`src/verilog/frf_pkg.sv`:
```
// Shared constants and carriers for the FP register storage and control block
package frf_pkg;

   ////////////////////////////////////////////////////////////////////////////
   // Storage geometry
   localparam int unsigned FPR_NUM_W = 5;      // Register number width
   localparam int unsigned FPR_W = 64;         // Width of one storage entry
   localparam int unsigned WORD_W = 32;        // Low-half word access width
   localparam int unsigned FPR_COUNT_NARROW = 16; // Registers with width select 0
   localparam int unsigned FPR_COUNT_WIDE = 32;   // Registers with width select 1

   ////////////////////////////////////////////////////////////////////////////
   // Control register numbers
   localparam logic [4:0] CTL_NUM_ID = 5'h00;    // Identification
   localparam logic [4:0] CTL_NUM_CSR = 5'h1F;   // Control/status

   ////////////////////////////////////////////////////////////////////////////
   // Control/status field positions
   localparam int unsigned CSR_FS_BIT = 24;     // Denormal flush enable
   localparam int unsigned CSR_COND_BIT = 23;   // Compare condition
   localparam int unsigned CSR_CAUSE_LSB = 12;  // Cause E V Z O U I
   localparam int unsigned CSR_EN_LSB = 7;      // Enables V Z O U I
   localparam int unsigned CSR_FLAG_LSB = 2;    // Flags V Z O U I
   localparam int unsigned CSR_RM_LSB = 0;      // Rounding select
   localparam logic [31:0] CSR_WR_MASK = 32'h0183FFFF; // Bits that exist, 31:25 and 22:18 stay zero
   localparam logic [31:0] CSR_RESET = 32'h00000000;   // Value after reset

   // Exception bit positions within a five-bit field, E is bit 5 of cause
   localparam int unsigned EXC_I = 0;
   localparam int unsigned EXC_U = 1;
   localparam int unsigned EXC_E = 5;

   ////////////////////////////////////////////////////////////////////////////
   // Rounding select encodings
   localparam logic [1:0] RND_NEAREST = 2'h0;
   localparam logic [1:0] RND_ZERO = 2'h1;
   localparam logic [1:0] RND_PLUS = 2'h2;
   localparam logic [1:0] RND_MINUS = 2'h3;

   ////////////////////////////////////////////////////////////////////////////
   // Identification fields
   localparam int unsigned ID_IMP_LSB = 8;
   localparam int unsigned ID_MAJ_LSB = 4;
   localparam int unsigned ID_MIN_LSB = 0;

   // Instruction class reported with each finished operation
   typedef enum logic [2:0] {
      FRF_OP_NONE,
      FRF_OP_COPY,
      FRF_OP_COMPUTE,
      FRF_OP_CONVERT,
      FRF_OP_RESERVED
   } frf_op_class_t;

   // Result report of one finished operation
   typedef struct packed {
      frf_op_class_t op_class;
      logic [5:0] cause;   // E V Z O U I raised by the operation
      logic denorm;        // Result is denormal
      logic neg;           // Sign of that result
   } frf_op_t;

   // Storage access request
   typedef struct packed {
      logic en;
      logic [4:0] num;
      logic word;          // 1: 32-bit general storage access
   } frf_req_t;

endpackage

```
`src/verilog/frf_top.sv`:
```
`timescale 1ns/1ps
module frf_top #(
   parameter logic [7:0] IMP_CODE = 8'h5A,   // Arbitrary value
   parameter logic [3:0] REV_MAJOR = 4'h1,
   parameter logic [3:0] REV_MINOR = 4'h0
) (
   input wire logic CLK,
   input wire logic RSTN,
   input wire logic REG_WIDTH_SELECT,
   input wire frf_pkg::frf_req_t FPR_RD_REQ,
   output logic [63:0] FPR_RD_DATA,
   output logic FPR_RD_VALID,
   output logic FPR_RD_BAD,
   input wire frf_pkg::frf_req_t FPR_WR_REQ,
   input wire logic [63:0] FPR_WR_DATA,
   output logic FPR_WR_BAD,
   input wire logic CTL_RD_EN,
   input wire logic [4:0] CTL_RD_NUM,
   output logic [31:0] CTL_RD_DATA,
   output logic CTL_RD_VALID,
   input wire logic CTL_WR_EN,
   input wire logic [4:0] CTL_WR_NUM,
   input wire logic [31:0] CTL_WR_DATA,
   input wire logic CMP_EN,
   input wire logic CMP_RESULT,
   input wire frf_pkg::frf_op_t OP_DONE,
   output logic [1:0] ROUND_SELECT,
   output logic DENORM_FLUSH_ENABLE,
   output logic COND,
   output logic FP_EXC,
   output logic FLUSH_TAKE,
   output logic FLUSH_MINNORM,
   output logic FLUSH_NEG
);

   ////////////////////////////////////////////////////////////////////////////
   // Storage address mapping
   logic [1:0] wr_half [2];      // Half enables per bank
   logic [63:0] wr_bank [2];     // Write data per bank
   logic [63:0] rd_bank [2];     // Registered bank read data
   logic rd_bad;                 // Odd register with width select 0
   logic wr_bad;
   logic fpr_wr_bad_q, fpr_wr_bad_d;

   // Entry k sits in bank k[0] at row k[4:1], so a pair reads in one cycle
   always_comb begin
      wr_half[0] = 2'h0;
      wr_half[1] = 2'h0;
      wr_bank[0] = FPR_WR_DATA;
      wr_bank[1] = FPR_WR_DATA;
      wr_bad = FPR_WR_REQ.en && !FPR_WR_REQ.word && !REG_WIDTH_SELECT
         && FPR_WR_REQ.num[0];
      if (FPR_WR_REQ.en && !wr_bad) begin
         if (FPR_WR_REQ.word) begin
            // Word move touches the low half of one entry
            wr_half[FPR_WR_REQ.num[0]] = 2'h1;
         end else if (REG_WIDTH_SELECT) begin
            wr_half[FPR_WR_REQ.num[0]] = 2'h3;
         end else begin
            // Even register spans entries n and n+1
            wr_half[0] = 2'h1;
            wr_half[1] = 2'h1;
            wr_bank[1] = {32'h0, FPR_WR_DATA[63:32]};
         end
      end
      fpr_wr_bad_d = wr_bad;
   end

   // Two banks of 16 rows hold all 32 entries
   for (genvar b = 0; b < 2; b++) begin : g_bank
      frf_store #(.DEPTH(16), .AW(4), .W(64)) u_store (
         .clk(CLK),
         .rstn(RSTN),
         .wr_half(wr_half[b]),
         .wr_addr(FPR_WR_REQ.num[4:1]),
         .wr_data(wr_bank[b]),
         .rd_en(FPR_RD_REQ.en),
         .rd_addr(FPR_RD_REQ.num[4:1]),
         .rd_data_q(rd_bank[b])
      );
   end

   ////////////////////////////////////////////////////////////////////////////
   // Read pipeline, request attributes are registered in the same cycle as the bank read
   logic p_en_q, p_en_d;
   logic p_bad_q, p_bad_d;
   logic p_word_q, p_word_d;
   logic p_wide_q, p_wide_d;
   logic p_odd_q, p_odd_d;
   logic [63:0] rdata_q, rdata_d;
   logic rvalid_q, rvalid_d;
   logic rbad_q, rbad_d;

   always_comb begin
      rd_bad = !FPR_RD_REQ.word && !REG_WIDTH_SELECT && FPR_RD_REQ.num[0];
      p_en_d = FPR_RD_REQ.en;
      p_bad_d = FPR_RD_REQ.en && rd_bad;
      p_word_d = FPR_RD_REQ.word;
      p_wide_d = REG_WIDTH_SELECT;
      p_odd_d = FPR_RD_REQ.num[0];
      rvalid_d = p_en_q;
      rbad_d = p_en_q && p_bad_q;
      rdata_d = rdata_q;
      if (p_en_q) begin
         if (p_bad_q) begin
            // Refused reads return zero
            rdata_d = '0;
         end else if (p_word_q) begin
            rdata_d = {32'h0, rd_bank[p_odd_q][31:0]};
         end else if (p_wide_q) begin
            rdata_d = rd_bank[p_odd_q];
         end else begin
            rdata_d = {rd_bank[1][31:0], rd_bank[0][31:0]};
         end
      end
   end

   always_ff @(posedge CLK) begin
      if (!RSTN) begin
         p_en_q <= 1'b0;
         p_bad_q <= 1'b0;
         p_word_q <= 1'b0;
         p_wide_q <= 1'b0;
         p_odd_q <= 1'b0;
         rdata_q <= '0;
         rvalid_q <= 1'b0;
         rbad_q <= 1'b0;
         fpr_wr_bad_q <= 1'b0;
      end else begin
         p_en_q <= p_en_d;
         p_bad_q <= p_bad_d;
         p_word_q <= p_word_d;
         p_wide_q <= p_wide_d;
         p_odd_q <= p_odd_d;
         rdata_q <= rdata_d;
         rvalid_q <= rvalid_d;
         rbad_q <= rbad_d;
         fpr_wr_bad_q <= fpr_wr_bad_d;
      end
   end

   ////////////////////////////////////////////////////////////////////////////
   // Control/status register
   logic [31:0] csr_q, csr_d;
   logic [31:0] id_val;
   logic wr31;                   // Control write to status register
   logic upd;                    // Class that updates cause and flags
   logic [4:0] en_f;
   logic [5:0] cause_n;
   logic exc_n;
   logic flush;
   logic ftake_q, ftake_d;
   logic fmin_q, fmin_d;
   logic fneg_q, fneg_d;
   logic exc_q, exc_d;

   // Only one register number is writable, the rest drop silently
   assign wr31 = CTL_WR_EN && (CTL_WR_NUM == frf_pkg::CTL_NUM_CSR);
   assign upd = (OP_DONE.op_class == frf_pkg::FRF_OP_COMPUTE)
      || (OP_DONE.op_class == frf_pkg::FRF_OP_CONVERT)
      || (OP_DONE.op_class == frf_pkg::FRF_OP_RESERVED);
   assign id_val = {16'h0, IMP_CODE, REV_MAJOR, REV_MINOR};

   // Control write first, then hardware updates so a hardware update beats a control write
   always_comb begin
      csr_d = csr_q;
      cause_n = OP_DONE.cause;
      flush = 1'b0;
      ftake_d = 1'b0;
      fmin_d = 1'b0;
      fneg_d = OP_DONE.neg;
      if (wr31) begin
         // No privilege check, any mode may write
         csr_d = CTL_WR_DATA & frf_pkg::CSR_WR_MASK;
      end
      en_f = csr_d[frf_pkg::CSR_EN_LSB +: 5];
      if (CMP_EN) begin
         csr_d[frf_pkg::CSR_COND_BIT] = CMP_RESULT;
      end
      if (upd && OP_DONE.denorm) begin
         if (csr_d[frf_pkg::CSR_FS_BIT] && !en_f[frf_pkg::EXC_U]
               && !en_f[frf_pkg::EXC_I]) begin
            flush = 1'b1;
            cause_n[frf_pkg::EXC_U] = 1'b1;
            cause_n[frf_pkg::EXC_I] = 1'b1;
         end else begin
            // Without flushing the result needs software emulation
            cause_n[frf_pkg::EXC_E] = 1'b1;
         end
      end
      exc_n = cause_n[frf_pkg::EXC_E] || ((cause_n[4:0] & en_f) != 5'h0);
      if (upd) begin
         csr_d[frf_pkg::CSR_CAUSE_LSB +: 6] = cause_n;
         if (!exc_n) begin
            // A trapped operation leaves flags to the handler
            csr_d[frf_pkg::CSR_FLAG_LSB +: 5] =
               csr_d[frf_pkg::CSR_FLAG_LSB +: 5] | cause_n[4:0];
         end
         ftake_d = flush;
      end
      // Flushed value by rounding select and sign
      case (csr_d[frf_pkg::CSR_RM_LSB +: 2])
         frf_pkg::RND_PLUS: fmin_d = !OP_DONE.neg;
         frf_pkg::RND_MINUS: fmin_d = OP_DONE.neg;
         default: fmin_d = 1'b0;
      endcase
      exc_d = csr_d[frf_pkg::CSR_CAUSE_LSB + frf_pkg::EXC_E]
         || ((csr_d[frf_pkg::CSR_CAUSE_LSB +: 5] & csr_d[frf_pkg::CSR_EN_LSB +: 5])
         != 5'h0);
   end

   ////////////////////////////////////////////////////////////////////////////
   // Control read port, forwards a write made in the same cycle
   logic [31:0] crd_q, crd_d;
   logic crv_q, crv_d;

   always_comb begin
      crv_d = CTL_RD_EN;
      crd_d = crd_q;
      if (CTL_RD_EN) begin
         case (CTL_RD_NUM)
            frf_pkg::CTL_NUM_ID: crd_d = id_val;
            frf_pkg::CTL_NUM_CSR: crd_d = csr_d;
            default: crd_d = 32'h0;
         endcase
      end
   end

   always_ff @(posedge CLK) begin
      if (!RSTN) begin
         csr_q <= frf_pkg::CSR_RESET;
         crd_q <= 32'h0;
         crv_q <= 1'b0;
         ftake_q <= 1'b0;
         fmin_q <= 1'b0;
         fneg_q <= 1'b0;
         exc_q <= 1'b0;
      end else begin
         csr_q <= csr_d;
         crd_q <= crd_d;
         crv_q <= crv_d;
         ftake_q <= ftake_d;
         fmin_q <= fmin_d;
         fneg_q <= fneg_d;
         exc_q <= exc_d;
      end
   end

   // Outputs straight from flops
   assign FPR_RD_DATA = rdata_q;
   assign FPR_RD_VALID = rvalid_q;
   assign FPR_RD_BAD = rbad_q;
   assign FPR_WR_BAD = fpr_wr_bad_q;
   assign CTL_RD_DATA = crd_q;
   assign CTL_RD_VALID = crv_q;
   assign ROUND_SELECT = csr_q[frf_pkg::CSR_RM_LSB +: 2];
   assign DENORM_FLUSH_ENABLE = csr_q[frf_pkg::CSR_FS_BIT];
   assign COND = csr_q[frf_pkg::CSR_COND_BIT];
   assign FP_EXC = exc_q;
   assign FLUSH_TAKE = ftake_q;
   assign FLUSH_MINNORM = fmin_q;
   assign FLUSH_NEG = fneg_q;

   ////////////////////////////////////////////////////////////////////////////
   // Checks
   cond_only_a: assert property (@(posedge CLK) disable iff (!RSTN)
      $changed(COND) |-> $past(CMP_EN || wr31))
      else $error("condition changed without compare or write");

   cmp_cond_a: assert property (@(posedge CLK) disable iff (!RSTN)
      CMP_EN |=> COND == $past(CMP_RESULT))
      else $error("compare result not in condition bit");

   id_read_a: assert property (@(posedge CLK) disable iff (!RSTN)
      CTL_RD_EN && CTL_RD_NUM == 5'h00 |=> CTL_RD_VALID && CTL_RD_DATA[31:16] == 16'h0
      && CTL_RD_DATA[15:8] == IMP_CODE && CTL_RD_DATA[7:4] == REV_MAJOR)
      else $error("identification read wrong");

   rsv_read_a: assert property (@(posedge CLK) disable iff (!RSTN)
      CTL_RD_EN && CTL_RD_NUM != 5'h00 && CTL_RD_NUM != 5'h1F |=> CTL_RD_DATA == 32'h0)
      else $error("reserved control number not zero");

   zero_bits_a: assert property (@(posedge CLK) disable iff (!RSTN)
      (csr_q & ~frf_pkg::CSR_WR_MASK) == 32'h0)
      else $error("status zero range holds ones");

   exc_level_a: assert property (@(posedge CLK) disable iff (!RSTN)
      ##1 FP_EXC == (csr_q[17] || ((csr_q[16:12] & csr_q[11:7]) != 5'h0)))
      else $error("exception level wrong");

   flag_keep_a: assert property (@(posedge CLK) disable iff (!RSTN)
      !wr31 |=> (($past(csr_q[6:2]) & ~csr_q[6:2]) == 5'h0))
      else $error("flag cleared by hardware");

   cause_keep_a: assert property (@(posedge CLK) disable iff (!RSTN)
      !wr31 && !upd |=> $stable(csr_q[17:12]) && $stable(csr_q[6:2]))
      else $error("cause or flags changed by other class");

   flush_a: assert property (@(posedge CLK) disable iff (!RSTN)
      upd && OP_DONE.denorm && !wr31 && csr_q[24] && csr_q[10:7] ==? 4'b??00
      |=> FLUSH_TAKE && csr_q[13:12] == 2'h3)
      else $error("denormal not flushed");

   odd_bad_a: assert property (@(posedge CLK) disable iff (!RSTN)
      FPR_RD_REQ.en && !FPR_RD_REQ.word && !REG_WIDTH_SELECT && FPR_RD_REQ.num[0]
      |-> ##2 FPR_RD_BAD && FPR_RD_DATA == 64'h0)
      else $error("odd register read not refused");

   rd_after_wr_a: assert property (@(posedge CLK) disable iff (!RSTN)
      wr31 && !CMP_EN && !upd ##1 CTL_RD_EN && CTL_RD_NUM == 5'h1F && !CMP_EN && !upd
      |=> CTL_RD_DATA == ($past(CTL_WR_DATA, 2) & frf_pkg::CSR_WR_MASK))
      else $error("read after write stale");

endmodule

```
`src/verilog/frf_store.sv`:
```
`timescale 1ns/1ps
// One bank of general storage, two half-word write enables, registered read
module frf_store #(
   parameter int unsigned DEPTH = 16,
   parameter int unsigned AW = 4,
   parameter int unsigned W = 64
) (
   input wire logic clk,
   input wire logic rstn,
   input wire logic [1:0] wr_half,
   input wire logic [AW-1:0] wr_addr,
   input wire logic [W-1:0] wr_data,
   input wire logic rd_en,
   input wire logic [AW-1:0] rd_addr,
   output logic [W-1:0] rd_data_q
);

   logic [W-1:0] mem [DEPTH]; // Storage array, no reset on purpose
   logic [W-1:0] rd_data_d;

   // Read port, a write in the same cycle returns the old contents
   always_comb begin
      rd_data_d = rd_data_q;
      if (rd_en) begin
         rd_data_d = mem[rd_addr];
      end
   end

   always_ff @(posedge clk) begin
      if (!rstn) begin
         rd_data_q <= '0;
      end else begin
         rd_data_q <= rd_data_d;
      end
   end

   // Half-word writes, low half for word moves
   always_ff @(posedge clk) begin
      if (wr_half[0]) begin
         mem[wr_addr][W/2-1:0] <= wr_data[W/2-1:0];
      end
      if (wr_half[1]) begin
         mem[wr_addr][W-1:W/2] <= wr_data[W-1:W/2];
      end
   end

endmodule

```
`config.mk`:
```
export PLATFORM = sky130hd
export DESIGN_NAME = frf_top
export DESIGN_NICKNAME = d
export VERILOG_FILES = /design/src/verilog/frf_pkg.sv /design/src/verilog/frf_top.sv /design/src/verilog/frf_store.sv
export SDC_FILE = /design/constraint.sdc
export NUM_CORES = 2
export LEC_CHECK = 0
export BUFFER_PORTS_ARGS = -buffer_cell sky130_fd_sc_hd__buf_2
export CORE_MARGIN = 4
export CORE_UTILIZATION = 35
export DETAILED_ROUTE_END_ITERATION = 7
export PLACE_DENSITY = 0.6
export RECOVER_POWER = 100
export SLEW_MARGIN = 20
export SYNTH_ARGS = -nofsm -noshare
export SYNTH_HDL_FRONTEND = slang
export SYNTH_SLANG_ARGS = --single-unit
```
`constraint.sdc`:
```
create_clock -name CLK -period 10.59 [get_ports CLK]
set_input_delay 2.118 -clock CLK [delete_from_list [all_inputs] [get_ports CLK]]
set_output_delay 2.118 -clock CLK [all_outputs]
set_load 0.01 [all_outputs]
```
# Word level (Yosys, flattened, before mapping)
# Memory sizes are Yosys's and may differ from the RTL's. A register that Yosys moved wholly into a read port is not among the register bits.
# Cells that the tools add are included.
# op_classes
mux	34
n_eq_ne	7
bitwise_logic	5
n_reduce_logical	30
order_cmp	3
# ops
op	count
$mux W64	9
$pmux W32 S2	1
$mux W32	1
$logic_and A1 B1 Y1	13
$mux W1	12
$mux W4	3
$and A5 B5 Y5	2
$eq A5 B5 Y1 const B	2
$mux W5	2
$reduce_bool A5 Y1	2
$logic_not A1 Y1	9
$eq A3 B2 Y1 const B	2
$mux W2	3
$mux W6	1
$logic_not A5 Y1	1
$or A5 B5 Y5	1
$eq A2 B2 Y1 const B	2
$ge A2 B2 Y1 const B	2
$logic_or A1 B1 Y1	4
$not A1 Y2	2
$eq A3 B3 Y1 const B	1
$reduce_and A3 Y1	1
$demux W2 S1	1
$lt A2 B1 Y1 const B	1
$pmux W1 S2	1
# word_totals
ff_bits	141
inputBits	138
output_inout_bits	108
mem_bits_rw	2048
n_memories	2
# memory_table
memory	words	word_bits	read_ports	rd_clocked_by_memory_dff	wr	line	text
g_bank[0].u_store.mem	16	64	1	1	1	frf_store.sv:18	logic [W-1:0] mem [DEPTH];
g_bank[1].u_store.mem	16	64	1	1	1	frf_store.sv:18	

# Depth between registers and ports, before layout
# depth
ltp_word	14
ltp_mapped	8
ltp_nobuf	6

# By module
# From an unflattened synthesis, not the netlist that was laid out.
# unflattened
cells_unflattened	5618
hier_area_um2	89922.5
# modules_own_cells
module	n_inst	cells_per_inst	area_each_um2	seq_area_each_um2
frf_store	2	2430	41639.9	32030.7
frf_top	1	758	6642.6	2822.7

# Worst setup path after synthesis
# Ideal clock, no wire load.
# synth_path
kind	input to register
from	in FPR_WR_REQ[1] (netlist name)
to	mem g_bank[0].u_store.mem[10][32] (enable)
setup_time_ns	0.421
n_path_buf	3
setup_slack_ns	5.575
cell_stages	6
arrival_time_ns	4.594
path_cell_list	nand2b_1 clkbuf_1 or3b_2 clkbuf_1 clkbuf_1 nor2_1
# synth_via
elab_chain_len	10
elab_cells_between_ends	14
classes_between	order compare (2); mux (7); bitwise (1); reduce/logical (4)
# synth_lines
item	line	text
start, declared	frf_top.sv:14	input wire frf_pkg::frf_req_t FPR_WR_REQ,
$not A1 Y2 (implied by the code)	frf_top.sv:58	wr_half[FPR_WR_REQ.num[0]] = 2'h3;
$ge A2 B2 Y1 (implied by the code) or $lt A2 B1 Y1 (tied branches)	frf_top.sv:58	
$logic_and A1 B1 Y1 (implied by the code)	frf_top.sv:58	
$mux W2 (implied by the code)	frf_top.sv:58	
$demux W2 S1	frf_top.sv:58	
$mux W4	frf_top.sv:57	end else if (REG_WIDTH_SELECT) begin
$mux W4	frf_top.sv:54	if (FPR_WR_REQ.word) begin
$mux W4 *	frf_top.sv:53	if (FPR_WR_REQ.en && !wr_bad) begin
$mux W1 *	frf_store.sv:42	if (wr_half[1]) begin
$mux W1 (implied by the code) *	frf_store.sv:43	mem[wr_addr][W-1:W/2] <= wr_data[W-1:W/2];
end, declared	frf_store.sv:18	
# Mark *: on every way between the ends. The rest lies on a longest branch, timed or not.

# Worst setup path after layout
# layout_path
from	in RSTN
to	reg g_bank[1].u_store.rd_data_q[37] (read register of g_bank[1].u_store.mem)
# layout_via
elab_chain_len	1
# layout_lines
item	line	text
start, declared	frf_top.sv:8	input wire logic RSTN,
$logic_not A1 Y1 (no line)	n/a	
end, declared	frf_store.sv:15	output logic [W-1:0] rd_data_q
# No other way between the ends.
# A chain may end at the register's enable or synchronous reset.

==> flow_summary.json <==
{
  "timing.critical_path.max_delay_family": "buffers and inverters",
  "timing_worst_setup_path_type": "in -> reg",
  "power_switching_share": 0.2139,
  "worst-slew-pin-transition_ns": 4.033,
  "drv.max_cap_violation_count": 82,
  "synthesis.area_per_instance_um2": 21.49,
  "finish.cell_count_without_fillers": 7979,
  "layout-drive-gt1-share": 0.2478,
  "clock_sinks": 2317,
  "comb_power_share": 0.051,
  "vdd_drop_max_uv": 187.6,
  "cts_max_path_buffers": 3,
  "num-nets-final": 4556,
  "peak_per_stage_delay_on_the_critical_path_ns": 2.81,
  "ys_seq_area_frac": 0.7602,
  "pwr-share-clk": 0.420,
  "die_h_um": 509.4,
  "endpoint_kind": "register",
  "starting_density_of_the_core": 0.3529,
  "syn2layout_area_growth_pct": 14.46,
  "synthTopCellsByArea": "sky130_fd_sc_hd__edfxtp_1 70%, sky130_fd_sc_hd__mux4_2 16%, sky130_fd_sc_hd__dfxtp_1 6.1%",
  "cts_tree": "yes",
  "fillerInstances": 21980,
  "placement.io_buffers": 233,
  "viasPerCell": 5.411,
  "slowest_stage": "sky130_fd_sc_hd__clkbuf_1",
  "clk_latency_ns": 0.86,
  "number_of_distinct_library_cell_variants_in_the_gate_level_netlist_after_synthesis": 54,
  "final_critical_path_setup_slack_ns": 3.648,
  "area_inside_the_core_boundary_mm2": 0.2493,
  "first_global_vias": 43840,
  "synth.net_count": 4232,
  "dr_total_vias": 43180,
  "startpoint_type": "input port",
  "firstDrtPassIters": 7,
  "synth_cells": 4094,
  "dpl_cell_area_mm2": 0.09369,
  "cts_hold_buf": 0,
  "routedWlPerCell_um": 29.64,
  "reg_power_frac": 0.529,
  "layout_worst_path_cycle_share": 0.6555,
  "critical-path-top-cell-by-count": "sky130_fd_sc_hd__clkbuf_1",
  "synth.cell_area_mm2": 0.08799,
  "io_pins": 246,
  "design.die.area_mm2": 0.2595,
  "synth_top_cell_area_share": 0.6990,
  "synth_commonest_cells": "2048 x sky130_fd_sc_hd__edfxtp_1, 640 x sky130_fd_sc_hd__mux4_2, 355 x sky130_fd_sc_hd__nor2_1, 269 x sky130_fd_sc_hd__dfxtp_1, 203 x sky130_fd_sc_hd__mux2i_1",
  "cts.repair_timing.setup_buffer_count": 0,
  "run_status": "finished with violations",
  "grt_start_max_net_pins": 132,
  "placement_stage_worst_setup_slack_ns": 4.688,
  "timing.slew.headroom": -1.689,
  "p_switching_mw": 4.108,
  "multi_input_area_mm2": 0.02051,
  "cp_required_ns": 11.29,
  "final_hold_viol_count": 0,
  "synth_top_cell_by_area": "sky130_fd_sc_hd__edfxtp_1",
  "grt_pass1_wl_mm": 330.4,
  "htree_levels": 4,
  "synth_enable_flop_cells": 2048,
  "global_route.overflow_total": 0,
  "postCtsResizedCells": 0,
  "worst-endpoint-arrival_ns": 7.64,
  "rsz0062_at_grt": "no",
  "grt_usage": 0.1799,
  "dieWidth_um": 509.4,
  "totalPowerFinal_mw": 19.20,
  "drv_slew": 2512,
  "crit_chain": "clkbuf_1 > inv_8 > clkbuf_1 > buf_4 > nor2_1",
  "layout.core_utilization": 0.4039,
  "postSynthRegisterBits": 2317,
  "core.rowCount": 183,
  "clk_pin_slew_worst_paths_ns": 0.06,
  "gp_routability_congestion": 0.8410,
  "report.final.setup_viol": 0,
  "hold_class": "reg -> reg",
  "finalHoldWorstSlack_ns": 0.4614,
  "postRouteWirelength_mm": 236.5,
  "asyncSetResetFlopFracSynth": 0,
  "fin_setup_tns_ns": 0,
  "drt_iter0_drc": 4751,
  "finalCriticalPeriod_ns": 6.942,
  "power.density_cell_area_mw_per_mm2": 190.7,
  "failing_checks": "max-capacitance violations, max-slew violations",
  "clockRootBuffer": "sky130_fd_sc_hd__clkbuf_16",
  "clock-skew-final_ns": 0.04881,
  "placed_cells": 7523,
  "synthesis.yosys.warnings": 0,
  "fmaxAchievable_mhz": 144.0,
  "register_cell_area_after_layout_mm2": 0.06689,
  "leakage_nw": 31.51,
  "power_report.internal_total_mw": 15.10,
  "yosys_most_used_dff": "sky130_fd_sc_hd__edfxtp_1",
  "antenna_violating_nets_post_route": 0,
  "critPathMaxFanout": 73,
  "post_dp_hpwl_mm": 129.8,
  "worstPathBufferInverterCount": 4,
  "number_of_antenna_violations_at_the_first_check_in_global_routing": 51,
  "final_cell_area_mm2": 0.1007,
  "residual_drc": 0,
  "yosysMostFrequentCell": "sky130_fd_sc_hd__edfxtp_1",
  "number_of_buffers_created_by_cts": 223
}
-- layout make-up --
class | instances | area share
diodes | 33 | 0.0008200
clock buffers | 305 | 0.06106
clock inverters | 118 | 0.01339
inverters | 4 | 0.0002236
multi-input cells | 1539 | 0.2037
flip-flops and latches | 2317 | 0.6642
well taps | 3330 | 0.04137
repair buffers | 333 | 0.01531
-- cell families after synthesis --
logic type      after synthesis  share of synthesized area
compound gates              165                    0.01192
mux                         881                     0.1918
buf+inv                     238                    0.01193
simple gates                491                    0.02398
flops                      2317                     0.7602
xor+xnor                      2                  0.0001991
-- path summary, 6_finish.rpt --
kind	slack (ns)	start	end	cells after the start
worst max register to register	7.96	p_wide_q	FPR_RD_DATA[53]	5
worst max-delay path	3.65	RSTN	g_bank[1].u_store.rd_data_q[37]	5
worst min register to register	0.46	CTL_RD_DATA[24]	CTL_RD_DATA[24]	2
worst min-delay path	0.46	CTL_RD_DATA[24]	CTL_RD_DATA[24]	2
-- registers in the layout, indices dropped and copies added, names as in the netlist --
signal,count
CTL_RD_DATA,32
CTL_RD_VALID,1
FLUSH_MINNORM,1
FLUSH_NEG,1
FLUSH_TAKE,1
FPR_RD_BAD,1
FPR_RD_DATA,64
FPR_RD_VALID,1
FPR_WR_BAD,1
FP_EXC,1
csr_q,32
g_bank.u_store.mem,2048
g_bank.u_store.rd_data_q,128
p_bad_q,1
p_en_q,1
p_odd_q,1
p_wide_q,1
p_word_q,1
-- power by group through the flow --
stage	Clock (mW)	Combinational [mW]	Sequential, mW
6_report	8.07	0.981	10.2
5_1_grt	8.60	1.05	10.2
4_1_cts	8.22	1.00	10.1
3_5_place_dp	0	1.00	10.3
3_3_place_gp	0	0.980	10.3
2_1_floorplan	0	0.613	10.3
-- cells in the final DEF (no fill, tap or decap), types with 5 or more instances in the layout --
cell type                    instances
sky130_fd_sc_hd__a21oi_1            81
sky130_fd_sc_hd__mux2_1             33
sky130_fd_sc_hd__mux4_2            640
sky130_fd_sc_hd__nand3_1            12
sky130_fd_sc_hd__mux2_2              5
sky130_fd_sc_hd__dfxtp_1           267
sky130_fd_sc_hd__clkinv_1           26
sky130_fd_sc_hd__nor2b_1            37
sky130_fd_sc_hd__mux2i_1           203
sky130_fd_sc_hd__nand2b_1            6
sky130_fd_sc_hd__and2_1              7
sky130_fd_sc_hd__a211oi_1           31
sky130_fd_sc_hd__clkbuf_16         224
sky130_fd_sc_hd__clkinv_8            7
sky130_fd_sc_hd__bufinv_16          23
sky130_fd_sc_hd__buf_12              5
sky130_fd_sc_hd__nor2_4             59
sky130_fd_sc_hd__clkinvlp_4          7
sky130_fd_sc_hd__buf_4              24
sky130_fd_sc_hd__edfxtp_1         2048
sky130_fd_sc_hd__o21ai_0            10
sky130_fd_sc_hd__a22o_1             18
sky130_fd_sc_hd__clkbuf_1          304
sky130_fd_sc_hd__and3_1             15
sky130_fd_sc_hd__buf_2              51
sky130_fd_sc_hd__nand2_1            36
sky130_fd_sc_hd__nor2_1            296
sky130_fd_sc_hd__clkinv_2           44
sky130_fd_sc_hd__diode_2            33
sky130_fd_sc_hd__clkbuf_8           25
-- layer usage --
| metal | track usage | routed length (µm) | vias up |
|---|---|---|---|
| met1 | 0.2362 | 93450 | 23490 |
| met4 | 0.05328 | 6513 | 16 |
| met5 | 0 | 101 | - |
| met2 | 0.3086 | 119800 | 1716 |
| met3 | 0.02990 | 16620 | 342 |
| li1 | - | - | 17610 |
-- worst register-to-register path, stage by stage (launching register included) --
cell and delay (ns):
sky130_fd_sc_hd__dfxtp_4 0.57, sky130_fd_sc_hd__buf_4 0.63, sky130_fd_sc_hd__nor2_1 0.10, sky130_fd_sc_hd__a211oi_1 1.06
sky130_fd_sc_hd__a21oi_1 0.08, sky130_fd_sc_hd__nor2_1 0.12
Note: power is estimated with default switching activity, not from simulation.
